<file path="config.mk">
export PLATFORM = sky130hd
export DESIGN_NAME = accel_response_id_query
export DESIGN_NICKNAME = d
export VERILOG_FILES = /design/src/verilog/accel_id_pkg.sv /design/src/verilog/accel_response_id_query.sv
export VERILOG_INCLUDE_DIRS = /design/src /design/src/verilog
export SDC_FILE = /design/constraint.sdc
export NUM_CORES = 1
export LEC_CHECK = 0
export BUFFER_PORTS_ARGS = -buffer_cell sky130_fd_sc_hd__buf_2
export CAP_MARGIN = 10
export CORE_MARGIN = 3
export CORE_UTILIZATION = 45
export DETAILED_ROUTE_END_ITERATION = 8
export GPL_ROUTABILITY_DRIVEN = 0
export PLACE_DENSITY = 0.69
export REMOVE_ABC_BUFFERS = 1
export SLEW_MARGIN = 20
export SYNTH_ARGS = -nofsm -noshare
export SYNTH_HDL_FRONTEND = slang
export SYNTH_SLANG_ARGS = --single-unit
</file>
<file path="constraint.sdc">
create_clock -name clk -period 3.9 [get_ports clk]
set_clock_uncertainty 0.1 [all_clocks]
set_input_delay 0 -clock clk [delete_from_list [all_inputs] [get_ports clk]]
set_output_delay 0 -clock clk [all_outputs]
set_load 0.02 [all_outputs]
</file>
<file path="src/verilog/accel_id_consts.svh">
// Constants of the acceleration and identification response slice.
// Assumes inclusion by the response slice, nothing else.
`ifndef ACCEL_ID_CONSTS_SVH
`define ACCEL_ID_CONSTS_SVH
// Register indices on the plain register port
`define OFS_FORMAT_CTRL      4'h0
`define OFS_DEVICE_CFG       4'h1
`define OFS_DEVICE_CFG_ONE   4'h2
`define OFS_DEVICE_ADDR      4'h3
`define OFS_LAST_RESPONSE    4'h4
`define OFS_RESPONSE_LEN     4'h5
`define OFS_COUNTERS         4'h6
// Reset values
`define RST_FORMAT_CTRL      2'h0
`define RST_DEVICE_CFG       8'h00
`define RST_DEVICE_CFG_ONE   2'h0
`define RST_DEVICE_ADDR      4'h0
// Field positions
`define POS_ENH_LONG         0
`define POS_ENH_SHORT        1
`define POS_ID_SELECT        7
// Command codes and addresses
`define CODE_READ_ACCEL      4'h2
`define CODE_UNIMPLEMENTED   4'h3
`define CODE_REQUEST_ID      4'h4
`define GLOBAL_ADDR          4'h0
// Response lengths in bits
`define LEN_LONG             5'h10
`define LEN_SHORT_MIN        5'h08
`define LEN_SHORT_MAX        5'h0f
`define LEN_FULL_ACCEL       5'h0a
`endif

</file>
<file path="src/verilog/accel_id_pkg.sv">
// Types shared by the response slice and its bench.
// Assumes the framing logic hands over one decoded command per pulse.
package accel_id_pkg;

  // Command format as decoded by the framing logic
  typedef enum logic [3:0] {
    FMT_STD_LONG  = 4'b0001,
    FMT_STD_SHORT = 4'b0010,
    FMT_ENH_LONG  = 4'b0100,
    FMT_ENH_SHORT = 4'b1000
  } format_type;

  typedef struct packed {
    format_type  format;
    logic [3:0]  addr;
    logic [3:0]  code;
    logic [7:0]  data;
    logic        crcOk;
    logic [4:0]  len;
  } command_type;

  typedef struct packed {
    logic [15:0] data;
    logic [4:0]  len;
  } response_type;

  typedef enum logic [2:0] {
    ST_IDLE   = 3'b001,
    ST_DECIDE = 3'b010,
    ST_REPLY  = 3'b100
  } state_type;

endpackage

</file>
<file path="src/verilog/accel_response_id_query.sv">
// Decode of acceleration and identification commands and reply formatting.
// Assumes framing, CRC check and bit timing sit outside and give one
// command per cmdValid pulse; the reply is handed back as a word and length.
`timescale 1ns/1ps
`include "accel_id_consts.svh"

module accel_response_id_query
  import accel_id_pkg::*;
#(
  parameter int          ACCEL_WIDTH = 10,
  parameter logic [2:0]  VERSION_ID  = 3'h1,
  // Arbitrary identifier value; bit 3 is replaced by the select bit
  parameter logic [4:0]  ID_BASE     = 5'h01
) (
  // Clock and reset
  input  wire logic                   clk,
  input  wire logic                   srst,
  // Command from the framing logic
  input  wire logic                   cmdValid,
  input  command_type                 cmd,
  // Measurement path and device state
  input  wire logic [ACCEL_WIDTH-1:0] accelResult,
  input  wire logic                   internalError,
  input  wire logic                   selfTestActive,
  // Reply to the framing logic
  output logic                        respValid,
  output response_type                resp,
  output logic                        cmdDiscard,
  // Register port
  input  wire logic [3:0]             regAddr,
  input  wire logic [15:0]            regWrData,
  input  wire logic                   regWrite,
  input  wire logic                   regRead,
  output logic [15:0]                 regRdData
);

  // ************************************************************
  // Helpers
  // ************************************************************

  // Keep the top bits that fit a short width, never turning a live
  // result into the error code
  function automatic logic [9:0] truncate_accel(
    input logic [9:0] ad,
    input logic [4:0] len
  );
    logic [9:0] t;
    t = ad;
    if (len == `LEN_SHORT_MIN) begin
      t = {2'h0, ad[9:2]};
    end else if (len == (`LEN_SHORT_MIN + 5'h01)) begin
      t = {1'h0, ad[9:1]};
    end
    if ((ad != 10'h000) && (t == 10'h000)) begin
      t = 10'h001;
    end
    return t;
  endfunction

  // Clear every bit at or above the reply length
  function automatic logic [15:0] fit_length(
    input logic [15:0] word,
    input logic [4:0]  len
  );
    logic [15:0] m;
    m = word;
    for (int i = 0; i < 16; i++) begin
      if (i >= int'(len)) begin
        m[i] = 1'b0;
      end
    end
    return m;
  endfunction

  // ************************************************************
  // Configuration registers
  // ************************************************************

  logic [1:0]  formatCtrl;
  logic [7:0]  deviceConfigWord;
  logic [1:0]  attributeBits;
  logic [3:0]  deviceAddr;
  logic [7:0]  replyCount;
  logic [7:0]  discardCount;

  always_ff @(posedge clk) begin
    if (srst) begin
      formatCtrl <= `RST_FORMAT_CTRL;
    end else if (regWrite && (regAddr == `OFS_FORMAT_CTRL)) begin
      formatCtrl <= regWrData[1:0];
    end
  end

  always_ff @(posedge clk) begin
    if (srst) begin
      deviceConfigWord <= `RST_DEVICE_CFG;
    end else if (regWrite && (regAddr == `OFS_DEVICE_CFG)) begin
      deviceConfigWord <= regWrData[7:0];
    end
  end

  always_ff @(posedge clk) begin
    if (srst) begin
      attributeBits <= `RST_DEVICE_CFG_ONE;
    end else if (regWrite && (regAddr == `OFS_DEVICE_CFG_ONE)) begin
      attributeBits <= regWrData[1:0];
    end
  end

  always_ff @(posedge clk) begin
    if (srst) begin
      deviceAddr <= `RST_DEVICE_ADDR;
    end else if (regWrite && (regAddr == `OFS_DEVICE_ADDR)) begin
      deviceAddr <= regWrData[3:0];
    end
  end

  // ************************************************************
  // Command capture and acceptance
  // ************************************************************

  state_type   state;
  command_type held;
  logic        formatOk;
  logic        addrOk;
  logic        isAccel;
  logic        isIdQuery;
  logic        isLong;
  logic        accept;

  // The data byte is kept only so the capture stays whole; it takes no
  // part in the decode because its sole use is the CRC outside
  always_ff @(posedge clk) begin
    if (srst) begin
      held <= '0;
    end else if (cmdValid && (state == ST_IDLE)) begin
      held <= cmd;
    end
  end

  always_comb begin
    formatOk = 1'b0;
    case (held.format)
      FMT_STD_LONG: begin
        formatOk = 1'b1;
      end
      FMT_STD_SHORT: begin
        formatOk = 1'b1;
      end
      FMT_ENH_LONG: begin
        formatOk = formatCtrl[`POS_ENH_LONG];
      end
      FMT_ENH_SHORT: begin
        formatOk = formatCtrl[`POS_ENH_SHORT];
      end
      default: begin
        formatOk = 1'b0;
      end
    endcase
  end

  // Broadcast never matches: a reply from every node at once would collide
  assign addrOk    = (held.addr == deviceAddr)
                   && (held.addr != `GLOBAL_ADDR);
  assign isAccel   = (held.code == `CODE_READ_ACCEL);
  assign isIdQuery = (held.code == `CODE_REQUEST_ID);
  assign isLong    = (held.format == FMT_STD_LONG)
                   || (held.format == FMT_ENH_LONG);
  // Code 0011 and every other code fall through without a reply
  assign accept    = held.crcOk && formatOk && addrOk
                   && (isAccel || isIdQuery);

  // ************************************************************
  // Sequencing
  // ************************************************************

  // Commands arriving while a reply is being built are dropped; the
  // framing logic cannot deliver two within three cycles anyway
  always_ff @(posedge clk) begin
    if (srst) begin
      state <= ST_IDLE;
    end else begin
      case (state)
        ST_IDLE: begin
          if (cmdValid) begin
            state <= ST_DECIDE;
          end
        end
        ST_DECIDE: begin
          state <= ST_REPLY;
        end
        ST_REPLY: begin
          state <= ST_IDLE;
        end
        default: begin
          state <= ST_IDLE;
        end
      endcase
    end
  end

  // ************************************************************
  // Reply formatting
  // ************************************************************

  logic [4:0]  replyLen;
  logic [9:0]  accelCode;
  logic [14:0] accelShortFull;
  logic [15:0] accelWord;
  logic [4:0]  idField;
  logic [15:0] idWord;
  logic        accept_d;
  response_type next_resp;

  // Long commands always get the 16-bit reply; short ones follow the
  // received length within the short range
  always_comb begin
    if (isLong) begin
      replyLen = `LEN_LONG;
    end else if (held.len < `LEN_SHORT_MIN) begin
      replyLen = `LEN_SHORT_MIN;
    end else if (held.len > `LEN_SHORT_MAX) begin
      replyLen = `LEN_SHORT_MAX;
    end else begin
      replyLen = held.len;
    end
  end

  // Result is offset binary from the measurement path; zero stays
  // zero so a sensor error still reads as code 0
  assign accelCode = truncate_accel(accelResult, replyLen);

  // Padding order above the result: error, zero, self-test, attributes
  assign accelShortFull = {attributeBits,
                           selfTestActive,
                           1'b0,
                           internalError,
                           accelCode};

  always_comb begin
    if (isLong) begin
      accelWord = {deviceAddr, 1'b0, internalError, accelCode};
    end else if (replyLen < `LEN_FULL_ACCEL) begin
      accelWord = {6'h00, accelCode};
    end else begin
      accelWord = fit_length({1'b0, accelShortFull}, replyLen);
    end
  end

  // Only bit 3 follows the configuration; bit 4 is forced to zero and bits 2:0 are the fixed identifier
  always_comb begin
    idField    = ID_BASE;
    idField[3] = deviceConfigWord[`POS_ID_SELECT];
    idField[4] = 1'b0;
  end

  // Version sits directly on the five-bit identifier, whose top bit is
  // always zero; a gap between them would push the version into bits
  // that the shortest replies cut away
  always_comb begin
    if (isLong) begin
      idWord = {deviceAddr, 4'h0, VERSION_ID, idField};
    end else begin
      idWord = fit_length({8'h00, VERSION_ID, idField}, replyLen);
    end
  end

  always_comb begin
    next_resp.len = replyLen;
    if (isAccel) begin
      next_resp.data = accelWord;
    end else begin
      next_resp.data = idWord;
    end
  end

  // ************************************************************
  // Reply outputs
  // ************************************************************

  always_ff @(posedge clk) begin
    if (srst) begin
      accept_d <= 1'b0;
    end else begin
      accept_d <= (state == ST_DECIDE) && accept;
    end
  end

  always_ff @(posedge clk) begin
    if (srst) begin
      resp <= '0;
    end else if ((state == ST_DECIDE) && accept) begin
      resp <= next_resp;
    end
  end

  // Bus stays quiet unless every check passed
  always_ff @(posedge clk) begin
    if (srst) begin
      respValid <= 1'b0;
    end else begin
      respValid <= (state == ST_DECIDE) && accept;
    end
  end

  always_ff @(posedge clk) begin
    if (srst) begin
      cmdDiscard <= 1'b0;
    end else begin
      cmdDiscard <= (state == ST_DECIDE) && !accept;
    end
  end

  // ************************************************************
  // Activity counters
  // ************************************************************

  // Counters wrap; software takes differences between reads
  always_ff @(posedge clk) begin
    if (srst) begin
      replyCount <= 8'h00;
    end else if (accept_d) begin
      replyCount <= replyCount + 8'h01;
    end
  end

  always_ff @(posedge clk) begin
    if (srst) begin
      discardCount <= 8'h00;
    end else if (cmdDiscard) begin
      discardCount <= discardCount + 8'h01;
    end
  end

  // ************************************************************
  // Register read port
  // ************************************************************

  logic [15:0] next_regRdData;

  always_comb begin
    if (regAddr == `OFS_FORMAT_CTRL) begin
      next_regRdData = {14'h0000, formatCtrl};
    end else if (regAddr == `OFS_DEVICE_CFG) begin
      next_regRdData = {8'h00, deviceConfigWord};
    end else if (regAddr == `OFS_DEVICE_CFG_ONE) begin
      next_regRdData = {14'h0000, attributeBits};
    end else if (regAddr == `OFS_DEVICE_ADDR) begin
      next_regRdData = {12'h000, deviceAddr};
    end else if (regAddr == `OFS_LAST_RESPONSE) begin
      next_regRdData = resp.data;
    end else if (regAddr == `OFS_RESPONSE_LEN) begin
      next_regRdData = {11'h000, resp.len};
    end else if (regAddr == `OFS_COUNTERS) begin
      next_regRdData = {discardCount, replyCount};
    end else begin
      next_regRdData = 16'h0000;
    end
  end

  // Data stand only in the cycle after the strobe
  always_ff @(posedge clk) begin
    if (srst) begin
      regRdData <= 16'h0000;
    end else if (regRead) begin
      regRdData <= next_regRdData;
    end else begin
      regRdData <= 16'h0000;
    end
  end

endmodule

</file>
==> impl_results.rst <==
.. list-table::
   :header-rows: 1

   * - Metric
     - Value
   * - Die height
     - 103 µm
   * - GR Util All Layers
     - 0.218
   * - Buffers inserted during post-CTS setup optimization
     - 0
   * - Register bit count reported by yosys
     - 91
   * - Arr. time, crit path
     - 2750 ps
   * - Synth top area share
     - 0.430
   * - Sequential element share of the synthesized area
     - 0.430
   * - Primary flip-flop cell chosen by synthesis mapping
     - dfxtp_1
   * - Via count of the first global-routing pass
     - 3820
   * - Peak fanout along the critical path
     - 15
   * - Latest clock arrival within the worst-skew pair
     - 360 ps
   * - Vias
     - 4091
   * - Count of pins over their slew limit
     - 0
   * - CP peak stage delay
     - 820 ps
   * - Antenna Nets Post-Route
     - 0
   * - Number of max-cap violations
     - 0
   * - Number of antenna diodes
     - 0
   * - Worst vdd rail ir drop
     - 0.223 mV
   * - Endpoint of the worst register-to-register path
     - resp[15]
   * - Detail-routed via count per cell
     - 5.57
   * - Initial antenna violation count
     - 0
   * - Syn Std Cell Area
     - 4240 µm²
   * - Most numerous cell on the critical path
     - o2111ai_1
   * - Routed wire length
     - 11200 µm
   * - Slew Limit Headroom
     - 0.307
   * - Average footprint of a synthesized cell
     - 8.27 µm²
   * - First-pass GRT wire length
     - 18200 µm
   * - Deepest clock path buffer count
     - 2
   * - Worst slack at placement
     - 1470 ps
   * - Launching instance or port of the critical path
     - deviceAddr[0]
   * - Cts bufs inserted
     - 9
   * - Area of the placeable core
     - 8930 µm²
   * - Launching element type of the critical path
     - flop
   * - Cell chain of the critical path
     - or2_2, o21ai_0, o2111ai_1, nor2_1, o2111ai_1, a21oi_1
   * - Count of mapped cells out of synthesis
     - 512
   * - Number of synthesis warnings
     - 0
   * - Share of layout cells above drive strength 1
     - 0.193
   * - Logic depth of the worst register-to-register path
     - 6
   * - Iter 0 DRT Violations
     - 231
   * - Crit Path Class
     - flop to flop
   * - Synth area leaders
     - dfxtp_1, nand2_1, mux2i_1
   * - Post-synth EDFFs
     - 0
   * - Count of endpoints failing hold in the final timing report
     - 0
   * - Number of resized instances in the post-cts repair step
     - 0
   * - Depth of the critical timing path with buffers and inverters included
     - 6
   * - Router iterations before antenna repair
     - 6
   * - RSZ-0062 raised after global routing
     - false
   * - Final setup viols
     - 0
   * - Slew at the pin closest to its max-slew limit
     - 1040 ps
   * - Hold_ws
     - 35.8 ps
   * - Final sum of negative setup slack
     - 0 ps
   * - Pin count of the biggest net entering global routing
     - 54
   * - Overflow left after global routing
     - 0
   * - Distinct cell type count of the synthesized netlist
     - 56
   * - Count of hold buffers inserted by post-cts repair
     - 44
   * - Peak clock frequency supported by timing
     - 390 MHz
   * - Total buffers and inverters traversed by the critical path
     - 0
   * - Clock tree from TritonCTS
     - done
   * - H-Tree Depth
     - 3
   * - Outcome
     - finished clean
   * - Instance count along the most critical hold path
     - 5
   * - Period Utilization, post-route
     - 0.657
   * - Crit-path leading delay family
     - simple AND/OR/NAND/NOR gates
   * - Biggest area consumer among synthesized cells
     - dfxtp_1
   * - Endpoint of the worst hold-timing path
     - resp[7]
   * - Crit path required time
     - 4090 ps
   * - Placed Area
     - 4670 µm²
   * - Boundary Pins
     - 102
   * - Layout Area Growth over Synthesis
     - 25.8%
   * - Port-buffer cells
     - 84
   * - Source of the worst register-to-register timing path
     - deviceAddr[0]
   * - Initial Util
     - 0.474
   * - Wire length per cell
     - 15.2 µm
   * - Reported leakage power
     - 0.00215 µW
   * - Clock transition time at the flip-flop clock pins of the worst setup and hold paths
     - 80 ps
   * - Power per cell area
     - 352 nW/µm²
   * - Half-perimeter wire length of the detailed placement result
     - 7840 µm
   * - Kind of capture point of the worst setup path
     - flop
   * - Die area
     - 10600 µm²
   * - Number of sinks driven by the clock tree
     - 91
   * - Die W
     - 103 µm
   * - Placement row count
     - 34
   * - Design area
     - 5330 µm²
   * - Least setup slack across all paths after layout
     - 1340 ps
   * - Asr flop ratio synth
     - 0
   * - Number of fill cells in the layout
     - 834
   * - Worst min-delay path category
     - primary input to flop
   * - Critical path's slowest cell
     - nor2_1
   * - Final Net Count
     - 688
   * - Final core area utilization
     - 0.596
   * - Hold Path Origin
     - accelResult[3]
   * - R2R Setup Slk
     - 1340 ps
   * - Root cell of the clock tree
     - clkbuf_8
   * - Drc violations
     - 0
   * - Final critical delay including setup and external delays
     - 2560 ps
cell usage after synthesis (all sizes together) (4+ instances only):
cell     number
dfxtp        91
nand2        79
nor2         61
a21oi        54
mux2i        28
o21ai        23
clkbuf       18
nor3         15
buf          13
nand3        12
a22oi        11
xor2         10
or3           9
nand4         8
o2111ai       6
xnor2         6
nand2b        5
nor2b         5
a211oi        4
and3          4
or2           4
metrics by stage:
stage / cells / total power (µW)
global placement: 676 / 1170
floorplan: 480 / 1090
detailed placement: 676 / 1180
global route: 735 / 1960
finish: 735 / 1880
CTS: 735 / 1890
sequential cells by signal, summed over array words and instances, names as in the netlist:
name              flops
formatCtrl            2
resp                 20
deviceConfigWord      8
deviceAddr            4
attributeBits         2
replyCount            8
state                 3
regRdData            16
held                 18
respValid             1
cmdDiscard            1
discardCount          8
power breakdown:
| group | switching (µW) | leakage (µW) | internal, µW |
|---|---|---|---|
| Sequential | 21.3 | 0.000736 | 945 |
| Clock | 329 | 0.0000975 | 358 |
| Combinational | 125 | 0.00132 | 97.2 |
| Total | 475 | 0.00215 | 1400 |
layout by cell type (no fill, tap or decap), types with 3 or more instances in the layout:
cell / n
a211oi_1: 3
a21oi_1: 53
a22oi_1: 11
a32o_1: 3
and3_1: 4
buf_2: 84
buf_4: 4
clkbuf_8: 9
clkinvlp_4: 3
dfxtp_1: 91
dlygate4sd3_1: 44
inv_1: 3
mux2i_1: 28
nand2_1: 78
nand2b_1: 5
nand3_1: 12
nand3b_1: 3
nand4_1: 8
nor2_1: 61
nor2b_1: 5
nor3_1: 15
o2111ai_1: 6
o211ai_1: 3
o21ai_0: 22
or2_2: 4
or3_1: 6
xnor2_1: 6
xor2_1: 10
routing by layer:
layer | track usage | share of wire
met1 | 0.273 | 0.43
met2 | 0.376 | 0.49
met3 | 0.0399 | 0.055
met4 | 0.0747 | 0.023
met5 | 0 | 0
kinds of logic after synthesis:
group	share of synthesized area
AOI/OAI and AO/OA	0.175
xor gates and xnor gates	0.0331
adders and majority gates	0.00591
buffers and inverters	0.0405
DFF	0.430
muxes	0.0662
other	0.000885
and+or+nand+nor	0.249
cell type report:
type	instances	area (µm²)	share of cell area
Inverter	3	11.3	0.00211
Sequential cell	91	1820	0.342
Clock inverter	6	91.3	0.0171
Clock buffer	9	124	0.0233
Tap cell	108	135	0.0254
Multi-Input combinational cell	386	2250	0.423
Timing Repair Buffer	132	891	0.167
worst register-to-register path, stage by stage, from the launching register on:
cell       delay, ps
dfxtp_1          360
or2_2            280
o21ai_0          240
o2111ai_1        200
nor2_1           820
o2111ai_1        300
a21oi_1          210
worst max-delay path by stage:
| stage | to |
|---|---|
| CTS | resp[15] |
| global placement | resp[15] |
| global route | resp[15] |
| detailed placement | resp[15] |
| floorplan | held[0] |
| finish | resp[15] |
Note: power is estimated with default switching activity, not from simulation.
